### src/inc/pio_pkg.sv
// Package: register map, control byte layout and reset values of the parallel I/O port
package pio_pkg;

  localparam int          PIO_NUM_LINES   = 24;
  localparam logic [1:0]  PIO_OFS_PORT_A  = 2'h0;
  localparam logic [1:0]  PIO_OFS_PORT_B  = 2'h1;
  localparam logic [1:0]  PIO_OFS_PORT_C  = 2'h2;
  localparam logic [1:0]  PIO_OFS_CTRL    = 2'h3;

  // Control byte field positions
  localparam int          PIO_BIT_MODE_SET   = 7;
  localparam int          PIO_BIT_GRP1_HI    = 6;
  localparam int          PIO_BIT_GRP1_LO    = 5;
  localparam int          PIO_BIT_DIR_A      = 4;
  localparam int          PIO_BIT_DIR_CU     = 3;
  localparam int          PIO_BIT_GRP2       = 2;
  localparam int          PIO_BIT_DIR_B      = 1;
  localparam int          PIO_BIT_DIR_CL     = 0;

  localparam int          PIO_HALF_W         = 4;
  localparam logic [7:0]  PIO_DATA_RESET     = 8'h00;
  localparam logic [7:0]  PIO_RD_NONE        = 8'h00;

  // Group modes
  typedef enum logic [1:0] {
    PIO_MODE_BASIC,
    PIO_MODE_STROBED,
    PIO_MODE_BIDIR
  } pio_mode_e;

  // Direction set: one bit is input when set
  typedef struct packed {
    logic dir_a;
    logic upper_half_dir;
    logic dir_b;
    logic lower_half_dir;
  } pio_dir_s;

  localparam pio_dir_s    PIO_DIR_RESET = '{dir_a: 1'b1, upper_half_dir: 1'b1,
                                            dir_b: 1'b1, lower_half_dir: 1'b1};

  // Host access bundle
  typedef struct packed {
    logic       rd;
    logic       wr;
    logic [1:0] addr;
    logic [7:0] wdata;
  } pio_req_s;

endpackage

### src/design/pio_port8.sv
// One 8-bit port slice: output latch, pin drive and readback
`timescale 1ns/1ps
`default_nettype none
module pio_port8
  import pio_pkg::*;
(
  input  wire logic       clock,      // System clock
  input  wire logic       reset,      // Synchronous reset, active high
  input  wire logic       clk_en,     // Freezes state while low
  input  wire logic       clear,      // Clear latch on mode set
  input  wire logic       wr,         // Write strobe for this port
  input  wire logic [7:0] wdata,      // Write data
  input  wire logic [1:0] half_in,    // Per half input select, [1]=upper
  input  wire logic [7:0] pin_in,     // Pin levels
  output logic      [7:0] rd_val,     // Combinational readback value
  output logic      [7:0] pin_out_r,  // Pin drive value
  output logic      [7:0] pin_oe_r    // Pin output enable
);

  logic [7:0] latch_r;
  logic [7:0] in_mask;

  assign in_mask = {{PIO_HALF_W{half_in[1]}}, {PIO_HALF_W{half_in[0]}}};

  always_ff @(posedge clock) begin
    if (reset) begin
      latch_r <= PIO_DATA_RESET;
    end else if (clk_en) begin
      if (clear) begin
        latch_r <= PIO_DATA_RESET;
      end else if (wr) begin
        latch_r <= wdata;
      end
    end
  end

  // Input bits read live pins, output bits read the latch
  assign rd_val = (pin_in & in_mask) | (latch_r & ~in_mask);

  always_ff @(posedge clock) begin
    if (reset) begin
      pin_out_r <= PIO_DATA_RESET;
      pin_oe_r  <= PIO_DATA_RESET;
    end else if (clk_en) begin
      pin_out_r <= latch_r;
      pin_oe_r  <= ~in_mask;
    end
  end

endmodule
`default_nettype wire

### src/design/pio_top.sv
// Top: 24-line parallel I/O port in basic input/output mode
`timescale 1ns/1ps
`default_nettype none
module pio_top
  import pio_pkg::*;
#(
  parameter bit EMULATION = 1'b1   // Variant that offers basic mode only
)
(
  input  wire logic        clock,         // 100 MHz system clock
  input  wire logic        reset,         // Synchronous reset, active high
  input  wire logic        clk_en,        // Clock enable, freezes state when low
  input  wire pio_req_s    host_req,      // Host read/write request
  output logic      [7:0]  host_rdata_r,  // Read data, valid cycle after rd
  output logic             host_rvalid_r, // Read data valid pulse
  input  wire logic [7:0]  port_a_in,     // Port A pin levels
  input  wire logic [7:0]  port_b_in,     // Port B pin levels
  input  wire logic [7:0]  port_c_in,     // Port C pin levels
  output logic      [7:0]  port_a_out_r,  // Port A drive value
  output logic      [7:0]  port_a_oe_r,   // Port A output enable
  output logic      [7:0]  port_b_out_r,  // Port B drive value
  output logic      [7:0]  port_b_oe_r,   // Port B output enable
  output logic      [7:0]  port_c_out_r,  // Port C drive value
  output logic      [7:0]  port_c_oe_r,   // Port C output enable
  output pio_mode_e        grp1_mode_r,   // First group active mode
  output pio_mode_e        grp2_mode_r    // Second group active mode
);

  // ----------------------------------------------------------------
  // Control byte decode
  // ----------------------------------------------------------------
  pio_dir_s   dir_r;
  pio_mode_e  grp1_nxt;
  pio_mode_e  grp2_nxt;
  logic       wr_ctrl;
  logic       mode_set_flag;
  logic       first_group_mode_hi;
  logic       first_group_mode_lo;
  logic       second_group_mode_bit;
  logic       mode_ok;
  logic       apply_ctrl;

  assign wr_ctrl               = host_req.wr && (host_req.addr == PIO_OFS_CTRL);
  assign mode_set_flag         = host_req.wdata[PIO_BIT_MODE_SET];
  assign first_group_mode_hi   = host_req.wdata[PIO_BIT_GRP1_HI];
  assign first_group_mode_lo   = host_req.wdata[PIO_BIT_GRP1_LO];
  assign second_group_mode_bit = host_req.wdata[PIO_BIT_GRP2];

  always_comb begin
    if (first_group_mode_hi) begin
      grp1_nxt = PIO_MODE_BIDIR;
    end else if (first_group_mode_lo) begin
      grp1_nxt = PIO_MODE_STROBED;
    end else begin
      grp1_nxt = PIO_MODE_BASIC;
    end
    grp2_nxt = second_group_mode_bit ? PIO_MODE_STROBED : PIO_MODE_BASIC;
  end

  // Emulation keeps basic only; strobed timing itself is not built either way
  assign mode_ok    = !EMULATION || (grp1_nxt == PIO_MODE_BASIC && grp2_nxt == PIO_MODE_BASIC);
  assign apply_ctrl = wr_ctrl && mode_set_flag && mode_ok;

  always_ff @(posedge clock) begin
    if (reset) begin
      dir_r       <= PIO_DIR_RESET;
      grp1_mode_r <= PIO_MODE_BASIC;
      grp2_mode_r <= PIO_MODE_BASIC;
    end else if (clk_en && apply_ctrl) begin
      dir_r.dir_a          <= host_req.wdata[PIO_BIT_DIR_A];
      dir_r.upper_half_dir <= host_req.wdata[PIO_BIT_DIR_CU];
      dir_r.dir_b          <= host_req.wdata[PIO_BIT_DIR_B];
      dir_r.lower_half_dir <= host_req.wdata[PIO_BIT_DIR_CL];
      grp1_mode_r          <= grp1_nxt;
      grp2_mode_r          <= grp2_nxt;
    end
  end

  // ----------------------------------------------------------------
  // Port slices
  // ----------------------------------------------------------------
  logic [7:0] rd_a;
  logic [7:0] rd_b;
  logic [7:0] rd_c;

  pio_port8 u_port_a (
    .clock     (clock),
    .reset     (reset),
    .clk_en    (clk_en),
    .clear     (apply_ctrl),
    .wr        (host_req.wr && host_req.addr == PIO_OFS_PORT_A),
    .wdata     (host_req.wdata),
    .half_in   ({dir_r.dir_a, dir_r.dir_a}),
    .pin_in    (port_a_in),
    .rd_val    (rd_a),
    .pin_out_r (port_a_out_r),
    .pin_oe_r  (port_a_oe_r)
  );

  pio_port8 u_port_b (
    .clock     (clock),
    .reset     (reset),
    .clk_en    (clk_en),
    .clear     (apply_ctrl),
    .wr        (host_req.wr && host_req.addr == PIO_OFS_PORT_B),
    .wdata     (host_req.wdata),
    .half_in   ({dir_r.dir_b, dir_r.dir_b}),
    .pin_in    (port_b_in),
    .rd_val    (rd_b),
    .pin_out_r (port_b_out_r),
    .pin_oe_r  (port_b_oe_r)
  );

  // Halves steer independently; a write always carries the whole byte
  pio_port8 u_port_c (
    .clock     (clock),
    .reset     (reset),
    .clk_en    (clk_en),
    .clear     (apply_ctrl),
    .wr        (host_req.wr && host_req.addr == PIO_OFS_PORT_C),
    .wdata     (host_req.wdata),
    .half_in   ({dir_r.upper_half_dir, dir_r.lower_half_dir}),
    .pin_in    (port_c_in),
    .rd_val    (rd_c),
    .pin_out_r (port_c_out_r),
    .pin_oe_r  (port_c_oe_r)
  );

  // ----------------------------------------------------------------
  // Read path
  // ----------------------------------------------------------------
  logic [7:0] rdata_nxt;

  always_comb begin
    case (host_req.addr)
      PIO_OFS_PORT_A: rdata_nxt = rd_a;
      PIO_OFS_PORT_B: rdata_nxt = rd_b;
      PIO_OFS_PORT_C: rdata_nxt = rd_c;
      default:        rdata_nxt = PIO_RD_NONE; // Control byte has no readback
    endcase
  end

  always_ff @(posedge clock) begin
    if (reset) begin
      host_rdata_r  <= PIO_RD_NONE;
      host_rvalid_r <= 1'b0;
    end else if (clk_en) begin
      host_rvalid_r <= host_req.rd;
      if (host_req.rd) begin
        host_rdata_r <= rdata_nxt;
      end
    end
  end

endmodule
`default_nettype wire

### config.mk
export PLATFORM = sky130hd
export DESIGN_NAME = pio_top
export DESIGN_NICKNAME = d
export VERILOG_FILES = /design/src/inc/pio_pkg.sv /design/src/design/pio_port8.sv /design/src/design/pio_top.sv
export SDC_FILE = /design/constraint.sdc
export NUM_CORES = 1
export LEC_CHECK = 0
export BUFFER_PORTS_ARGS = -buffer_cell sky130_fd_sc_hd__buf_4
export CAP_MARGIN = 0
export CORE_ASPECT_RATIO = 1.1
export CORE_MARGIN = 2
export CORE_UTILIZATION = 42
export DETAILED_ROUTE_END_ITERATION = 8
export PLACE_DENSITY = 0.81
export SYNTH_ARGS = -nofsm -noshare
export SYNTH_HDL_FRONTEND = slang
export SYNTH_SLANG_ARGS = --single-unit
### constraint.sdc
create_clock -name clock -period 1.5 [get_ports clock]
set_input_delay 0.15 -clock clock [delete_from_list [all_inputs] [get_ports clock]]
set_output_delay 0.15 -clock clock [all_outputs]
set_load 0.05 [all_outputs]
== Yosys cells after proc, flatten, opt, wreduce, memory -nomap -nowiden ==
Cells that the tools add are included.

* Bits of input ports: 39
* Word-level logic and storage cells: 60
* Output and inout bits: 61
* Flip-flop bits (word level): 89

* Eq/ne operators: 3
* Mux-type cells: 10
* Reduce and logical (&&, ||, !) cells: 18
* Bitwise logic cells: 12

{| class="wikitable"
|+ Operators with widths
! kind !! number
|-
| 8-bit bitwise AND || 6
|-
| 8-bit two-way mux || 6
|-
| 8-bit NOT || 3
|-
| 8-bit OR || 3
|-
| 8-bit one-hot mux with 3 select lines || 1
|-
| 1-bit logical AND || 8
|-
| 2-bit AND reduction || 4
|-
| 2-bit zero test || 3
|-
| 2-bit nonzero test || 3
|-
| 2-bit == test, second input constant || 2
|-
| 2-bit by 1-bit == test with 1-bit output, second input constant || 1
|-
| 1-bit two-way mux || 2
|-
| 2-bit two-way mux || 1
|}

== Longest topological paths before layout ==
Gate-level depths: netlist of run 1.

* Depth after elaboration: 7
* Gate-level depth with buffers: 5
* Mapped depth without buffers: 3

== By module ==
From an unflattened synthesis of run 1, not the netlist that was laid out.

* Cells, all modules: 363
* Area total of the unflattened synthesis: 3652.3 um2

{| class="wikitable"
|+ Modules (own cells, without submodules)
! module !! sequential area each (um2) !! area each (um2) !! times used !! cells each
|-
| pio_port8 || 360.3 || 934.6 || 3 || 92
|-
| pio_top || 320.3 || 848.3 || 1 || 87
|}

== Least setup slack after synthesis of run 1 ==
OpenSTA, ideal clock, no wires.

* Path kind: input to register
* Start point: in host_req[2] (netlist bit)
* End point: reg u_port_c.latch_r[2]
* Path buffers: 1
* Stages: 4
* Slack: 0.069 ns
* Library setup time: 0.072 ns
* Required time: 1.428 ns
* Arrival: 1.359 ns
* Cells stage by stage: or4b_4 buf_6 o31ai_4 mux2i_1

* Word-level cells in the longest chain between the ends: 6
* Elaborated cells between the ends (all ways): 8
* Classes of those cells: mux (3); reduce/logical (5)

{| class="wikitable"
|+ Ends and longest elaborated chain
! element !! line !! source
|-
| start: declaration || pio_top.sv:13 || <nowiki>input wire pio_req_s host_req,</nowiki>
|-
| 1-bit two-way mux || pio_top.sv:57 || <nowiki>grp2_nxt = second_group_mode_bit ? PIO_MODE_STROBED : PIO_MODE_BASIC;</nowiki>
|-
| 2-bit zero test || pio_top.sv:61 || <nowiki>assign mode_ok = !EMULATION || (grp1_nxt == PIO_MODE_BASIC && grp2_nxt == PIO_MODE_BASIC);</nowiki>
|-
| 1-bit logical AND || pio_top.sv:61 ||
|-
| 1-bit logical AND || pio_top.sv:62 || <nowiki>assign apply_ctrl = wr_ctrl && mode_set_flag && mode_ok;</nowiki>
|-
| 2-bit nonzero test (no line) || n/a ||
|-
| 2-bit AND reduction (no line) || n/a ||
|-
| end signal: assignment || pio_port8.sv:32 || <nowiki>latch_r <= wdata;</nowiki>
|-
| end: declaration || pio_port8.sv:20 || <nowiki>logic [7:0] latch_r;</nowiki>
|}

Parallel ways exist; a longest one is shown, timed or not. The select of a mux whose other input is x is not followed.
A chain may end at the register's enable or synchronous reset.

== Worst setup path after layout of run 1 ==
* Start point: reg dir_r[3] (netlist bit)
* End point: reg host_rdata_r[1]

* Word-level cells in the longest chain between the ends: 4
* Elaborated cells between the ends (all ways): 5
* Classes of those cells: mux (1); bitwise (4)

{| class="wikitable"
|+ Ends and longest elaborated chain
! element !! line !! source
|-
| start: declaration || pio_top.sv:32 || <nowiki>pio_dir_s dir_r;</nowiki>
|-
| 8-bit NOT || pio_port8.sv:38 || <nowiki>assign rd_val = (pin_in & in_mask) | (latch_r & ~in_mask);</nowiki>
|-
| 8-bit bitwise AND || pio_port8.sv:38 ||
|-
| 8-bit OR * || pio_port8.sv:38 ||
|-
| 8-bit one-hot mux with 3 select lines * || pio_top.sv:135 || <nowiki>case (host_req.addr)</nowiki>
|-
| end signal: assignment || pio_top.sv:150 || <nowiki>host_rdata_r <= rdata_nxt;</nowiki>
|-
| end: declaration || pio_top.sv:14 || <nowiki>output logic [7:0] host_rdata_r,</nowiki>
|}

Every way passes the cells marked *; elsewhere a longest branch is shown, timed or not.

==> metrics, run 1 <==
CP Class register to register; Area after DPL 0.003900 mm²; Final ANT Viol Nets 0; Chip Width 86.70 µm; Leak Pwr 1.911 nW; Mapped Cells 326; Port Buffers 98; clock skew 0.01059 ns; clock sinks 68; largest net degree at the start of global routing 24; Die Footprint 0.008233 mm²; Seq/Total Area, Yosys 43.09%; Avg Cell Area, Syn 9.691 µm²; CP top delay family flip-flops; post_cts resized 0; Critical Path Start Type register; nets 446; Initial Utilization 42.75%; Async SR Flop Fraction 0%; maximum clock frequency 0.7149 GHz; CTS clk-pin slew, worst paths 0.08 ns; filler cell count 663; drt initial violations 197; gr usage total 20.32%; number of H-tree levels 3; initial antenna violation count 0; final setup vio count 0; Comb power frac 14.1%; core area 0.007391 mm²; final core utilization 55.78%; Detailed Route WL 8.364 mm; Yosys top cell by area dfxtp_1; RSZ-0062 raised after global routing false; CP bufs+invs 0; global-route wire length before repair 12.66 mm; Final Power 4.161 mW; Clock Latency Late Sink 0.35 ns; Hold Path Class input port to register; synth warn 0; Reg power frac 45.4%; clock share of power 40.5%; register area 0.001361 mm²; clock buffer depth 2; crit path DAT 1.61 ns; Cell Rows 33; switching part of the total 27.41%; Final Instance Area 0.004123 mm²; top post-synthesis cells by area dfxtp_1, mux2i_1, buf_4; internal power 3.020 mW; setup bufs post-CTS 0; Synthesized Nets 365; crit path time final 1.399 ns; CP Capture Type register; area of the multi-input gates 0.001496 mm²; # diodes 0; total of max-cap violations 0; Routability Congestion 0.8687; Yosys top cell area share 43.09%; HPWL Detailed 6.371 mm; CP max-delay cell dfxtp_1; Reg2Reg Setup Slack 0.10 ns; mapped cell area 0.003159 mm²; WP data required 1.71 ns; Cell Count, Final, Fillers Out 499; cells along the critical path mux2_2 > a22oi_1 > a221oi_1; vias in the first global route 2,535; Num CTS Buffers 9; Syn-to-layout area delta 30.49%; Worst path max stage delay 0.58 ns; Hold Fails Final Rpt 0; status finished clean; WL/cell 16.76 µm; root buf cell clkbuf_8; die height 94.96 µm; Vias 2,733; GR Overflow Total 0; list of most frequent post-synthesis cells dfxtp_1, mux2i_1, nor2_1, buf_4, nand2_1; vias per cell 5.477; count of different cell masters after synthesis 32; Worst Setup Slack, final 0.1012 ns; drt pass-1 iters 4; num ports 100; Synth Flop Type dfxtp_1; final slew viol count 0; CTS tree built; P per Cell Area 1009 mW/mm²; Place WS -0.09995 ns; peak ir drop on the vdd network 489.7 µV; count leader, synth dfxtp_1; share of cells above drive strength 1 34.71%; Placed Cells 483; EDFF count, synth 0; cts hold-fix bufs 0; Residual DRC 0; number of synthesized register bits 68; Worst Path Max Fanout 10; Final Cycle Share 93.25%; NetSw 1.140 mW
## metrics by stage
step                setup TNS (ns)  hold WS (ns)
floorplan                        0        0.3172
global placement           -0.5362        0.3849
detailed placement         -0.7671        0.3901
CTS                              0       0.01979
global route                     0       0.03030
finish                           0       0.03032
## registers in the layout, indices dropped and copies added, names as in the netlist
signal and flops:
dir_r 4, u_port_c.pin_out_r 8, host_rdata_r 8, grp2_mode_r 1
u_port_a.pin_out_r 8, u_port_b.latch_r 8, u_port_a.pin_oe_r 1, u_port_b.pin_out_r 8
grp1_mode_r 2, u_port_c.latch_r 8, host_rvalid_r 1, u_port_b.pin_oe_r 1
u_port_c.pin_oe_r 2, u_port_a.latch_r 8
## cell type report
class                   count  area share (%)
clock buffers               9           3.005
clock inverters             7           2.398
inverters                   8          0.7284
multi-input cells         203           36.30
flip-flops and latches     68           33.02
well taps                  87           2.640
repair buffers            117           21.91
## metal layers
layer,track usage [%],up-vias,routed length (µm)
li1,-,1317,-
met1,25.24,1292,3533
met2,34.04,106,4057
met3,5.594,18,571
met4,6.641,0,202
met5,0,-,0
## cell families after synthesis
group / after synthesis / share of synthesized area [%]
and+or+nand+nor: 87 / 12.79
DFF: 68 / 43.09
muxes: 60 / 19.25
AOI/OAI and AO/OA: 55 / 15.21
buffers and inverters: 55 / 9.544
other: 1 / 0.1187
## worst reg2reg max path: cells and delay by family (launching register included)
family	cells	cell delay, ns
AO/OA/AOI/OAI	2	0.28
multiplexers	1	0.40
flip-flops	1	0.58
## path summary, 6_finish.rpt
kind	from	to	cells after the start
setup reg to reg	dir_r[3]$_SDFFE_PP1P_	host_rdata_r[1]$_SDFFE_PP0P_	3
hold reg to reg	grp1_mode_r[0]$_SDFFE_PP0P_	grp1_mode_r[0]$_SDFFE_PP0P_	1
setup / recovery	dir_r[3]$_SDFFE_PP1P_	host_rdata_r[1]$_SDFFE_PP0P_	3
hold / removal	clk_en	u_port_a.pin_oe_r[6]$_SDFFE_PP0P_	2
## power by group through the flow
stage | Clock [mW] | Combinational (mW) | Sequential (mW)
2_1_floorplan | 0 | 0.322 | 1.98
3_3_place_gp | 0 | 0.577 | 1.93
3_5_place_dp | 0 | 0.584 | 1.93
4_1_cts | 1.70 | 0.587 | 1.89
5_1_grt | 1.79 | 0.620 | 1.89
6_report | 1.68 | 0.587 | 1.89
## cells in the final DEF (no fill, tap or decap), types with 2 or more instances in the layout
master     count
buf_4        115
dfxtp_1       68
mux2i_1       54
nor2_1        42
nand2_1       20
nand3_1        9
clkbuf_8       9
nand2b_1       8
o22a_1         8
a221oi_1       8
o2111ai_1      8
o311ai_1       8
inv_1          7
mux2_2         6
a22oi_1        6
a31o_1         5
o32ai_1        5
nor3b_1        3
nand4b_1       2
a2bb2oi_1      2
a211oi_1       2
clkinv_4       2
bufinv_16      2
buf_12         2
No activity file was read; power rests on OpenSTA's default activity.
==> run 2: changes to the inputs <==
Settings changed: PLACE_DENSITY 0.81 to 0.8, SYNTH_HIERARCHICAL from default to 1.
==> run 2 against run 1 <==
Sequential share of layout area decreased by 2.4 points. Register-to-register slack lost 0.05 ns. Worst setup slack lost 0.046 ns. Final area rose by 11%. Hold slack improved by 0.099 ns. Synthesized area rose by 16%. Global-route usage decreased by 0.77 points. Highest routed layer unchanged. Critical path depth increased by 1. Critical endpoint is now host_rdata_r[0]$_SDFFE_PP0P_. Largest power group unchanged. Via count grew 9.4%. Non-clock buffer count down 1.
==> metrics, run 2 <==
EDFF count, synth 0 (unchanged); peak ir drop on the vdd network 536.5 µV (was 489.7 µV); GR Overflow Total 0 (unchanged); Routability Congestion 0.8816 (was 0.8687); crit path time final 1.445 ns (was 1.399 ns); count of different cell masters after synthesis 39 (was 32); drt pass-1 iters 4 (unchanged); CP Class register to register (unchanged); post_cts resized 0 (unchanged); list of most frequent post-synthesis cells dfxtp_1, nor2_1, nand2_1, mux2i_1, nand2b_1 (was dfxtp_1, mux2i_1, nor2_1, buf_4, nand2_1); WL/cell 16.40 µm (was 16.76 µm); total of max-cap violations 0 (unchanged); Syn-to-layout area delta 25.63% (was 30.49%); Worst Path Max Fanout 2 (was 10); Worst R2R Start dir_r[3]$_SDFFE_PP1P_ (unchanged); Synthesized Nets 402 (was 365); Detailed Route WL 9.202 mm (was 8.364 mm); status finished clean (unchanged); top post-synthesis cells by area dfxtp_1, o32ai_2, mux2i_1 (was dfxtp_1, mux2i_1, buf_4); Placed Cells 545 (was 483); HPWL Detailed 6.828 mm (was 6.371 mm); setup bufs post-CTS 0 (unchanged); # diodes 0 (unchanged); vias per cell 5.328 (was 5.477); Async SR Flop Fraction 0% (unchanged); CP Capture Type register (unchanged); root buf cell clkbuf_8 (unchanged); vias in the first global route 2,847 (was 2,535); Synth Flop Type dfxtp_1 (unchanged); mapped cell area 0.003652 mm² (was 0.003159 mm²); Mapped Cells 363 (was 326); Residual DRC 0 (unchanged); Leak Pwr 1.950 nW (was 1.911 nW); Crit. Startpoint dir_r[3]$_SDFFE_PP1P_ (unchanged); global-route wire length before repair 14.35 mm (was 12.66 mm); Final ANT Viol Nets 0 (unchanged); CTS clk-pin slew, worst paths 0.08 ns (about the same); gr usage total 19.55% (was 20.32%); number of synthesized register bits 70 (was 68); drt initial violations 231 (was 197); Reg2Reg Setup Slack 0.06 ns (was 0.10 ns); initial antenna violation count 0 (unchanged); most frequent cells in the layout buf_4, dfxtp_1, nand2_1, nor2_1 (was buf_4, dfxtp_1, mux2i_1); maximum clock frequency 0.6921 GHz (was 0.7149 GHz); Die Footprint 0.009458 mm² (was 0.008233 mm²); Final Cycle Share 96.33% (was 93.25%); synth warn 6 (was 0); Hold Path Class input port to register (unchanged); clock buffer depth 2 (unchanged); RSZ-0062 raised after global routing true (was false); share of cells above drive strength 1 41.78% (was 34.71%); largest net degree at the start of global routing 52 (was 24); Hold Fails Final Rpt 0 (unchanged); Yosys top cell by area dfxtp_1 (unchanged); cts hold-fix bufs 0 (unchanged); P per Cell Area 975.3 mW/mm² (was 1009 mW/mm²); Avg Cell Area, Syn 10.06 µm² (was 9.691 µm²); commonest non-fill, non-tap cell in the layout buf_4 (unchanged); final setup vio count 0 (unchanged); die height 101.8 µm (was 94.96 µm); num ports 100 (unchanged); Cell Rows 35 (was 33); Port Buffers 98 (unchanged); Initial Utilization 43.44% (was 42.75%); nets 484 (was 446); setup TNS after final layout 0 ns (unchanged); Hold Startpoint host_req[1] (was clk_en); Cell Count, Final, Fillers Out 561 (was 499); Yosys top cell area share 38.37% (was 43.09%); final slew viol count 0 (unchanged); CTS tree built (unchanged); core area 0.008408 mm² (was 0.007391 mm²); Num CTS Buffers 9 (unchanged); number of H-tree levels 3 (unchanged); count leader, synth dfxtp_1 (unchanged); Critical Path Start Type register (unchanged); Clock Latency Late Sink 0.35 ns (about the same); clock sinks 70 (was 68); Chip Width 92.91 µm (was 86.70 µm); clock skew 0.01048 ns (was 0.01059 ns); crit path DAT 1.66 ns (was 1.61 ns); Vias 2,989 (was 2,733); WP data required 1.72 ns (was 1.71 ns); Seq/Total Area, Yosys 38.37% (was 43.09%)
run 2: changes by cell type in the layout (fill, tap and decap cells not counted), sizes merged, moves of 9 or more:
cell and change:
mux2i -30, o21ai +25, nand2b +16, o32ai +16
inv +14, a211oi +12, nand2 +11, nor2 -11
nand3 -9
run 2: report_power, final:
part / internal, mW / switching (mW)
logic: 0.282 / 0.438
registers: 1.89 / 0.0291
clock network: 1.10 / 0.730
run 2: critical path, cell delays in order (launching register included):
cell      delay, ns
dfxtp_2        0.36
mux2_2         0.33
mux2_2         0.25
a222oi_1       0.30
a211oi_1       0.07
run 2: final cells by class:
type,instances,area [µm²]
timing repair buffer,116,908.4
inverter,24,90.09
sequential,70,1405
fill,768,3820
clock inverter,6,110.1
clock buffer,10,127.6
multi-input combinational,224,1808
tap,111,138.9
run 2: per-stage QoR:
stage / worst slack, ns / total power [mW] / hold WS [ns] / utilization (%) / instance area [µm²]
6_report: 0.05511 / 4.475 / 0.1292 / 54.57 / 4588
5_1_grt: -0.02551 / 4.627 / 0.1289 / 54.57 / 4588
4_1_cts: 0.03063 / 4.495 / 0.1212 / 54.55 / 4587
3_5_place_dp: 0.01008 / 2.686 / 0.4720 / 51.73 / 4349
3_3_place_gp: 0.04123 / 2.674 / 0.4675 / 51.73 / 4349
2_1_floorplan: 0.001667 / 2.482 / 0.2261 / - / 3675
run 2: path summary, 6_finish.rpt:
kind	to	depth (start not counted)
worst max-delay path	host_rdata_r[0]$_SDFFE_PP0P_	4
worst min-delay path	u_port_b/latch_r[1]$_SDFFE_PP0P_	3
worst max register to register	host_rdata_r[0]$_SDFFE_PP0P_	4
worst min register to register	grp2_mode_r[0]$_SDFFE_PP0P_	1
run 2: metal layers:
layer | wire, µm | track usage (%) | vias up
met5 | 0 | 0 | -
met4 | 215 | 7.240 | 0
met3 | 683 | 5.208 | 20
met2 | 4531 | 32.05 | 116
met1 | 3772 | 24.83 | 1418
li1 | - | - | 1435
run 2: cells by family (layout without fill, tap and decap cells):
logic type,count (synthesis),count (layout),share of synthesized area (%)
and+or+nand+nor,108,108,16.89
buffers and inverters,69,156,12.20
DFF,70,70,38.37
other,1,1,0.1027
AOI/OAI and AO/OA,80,80,21.96
muxes,35,35,10.48
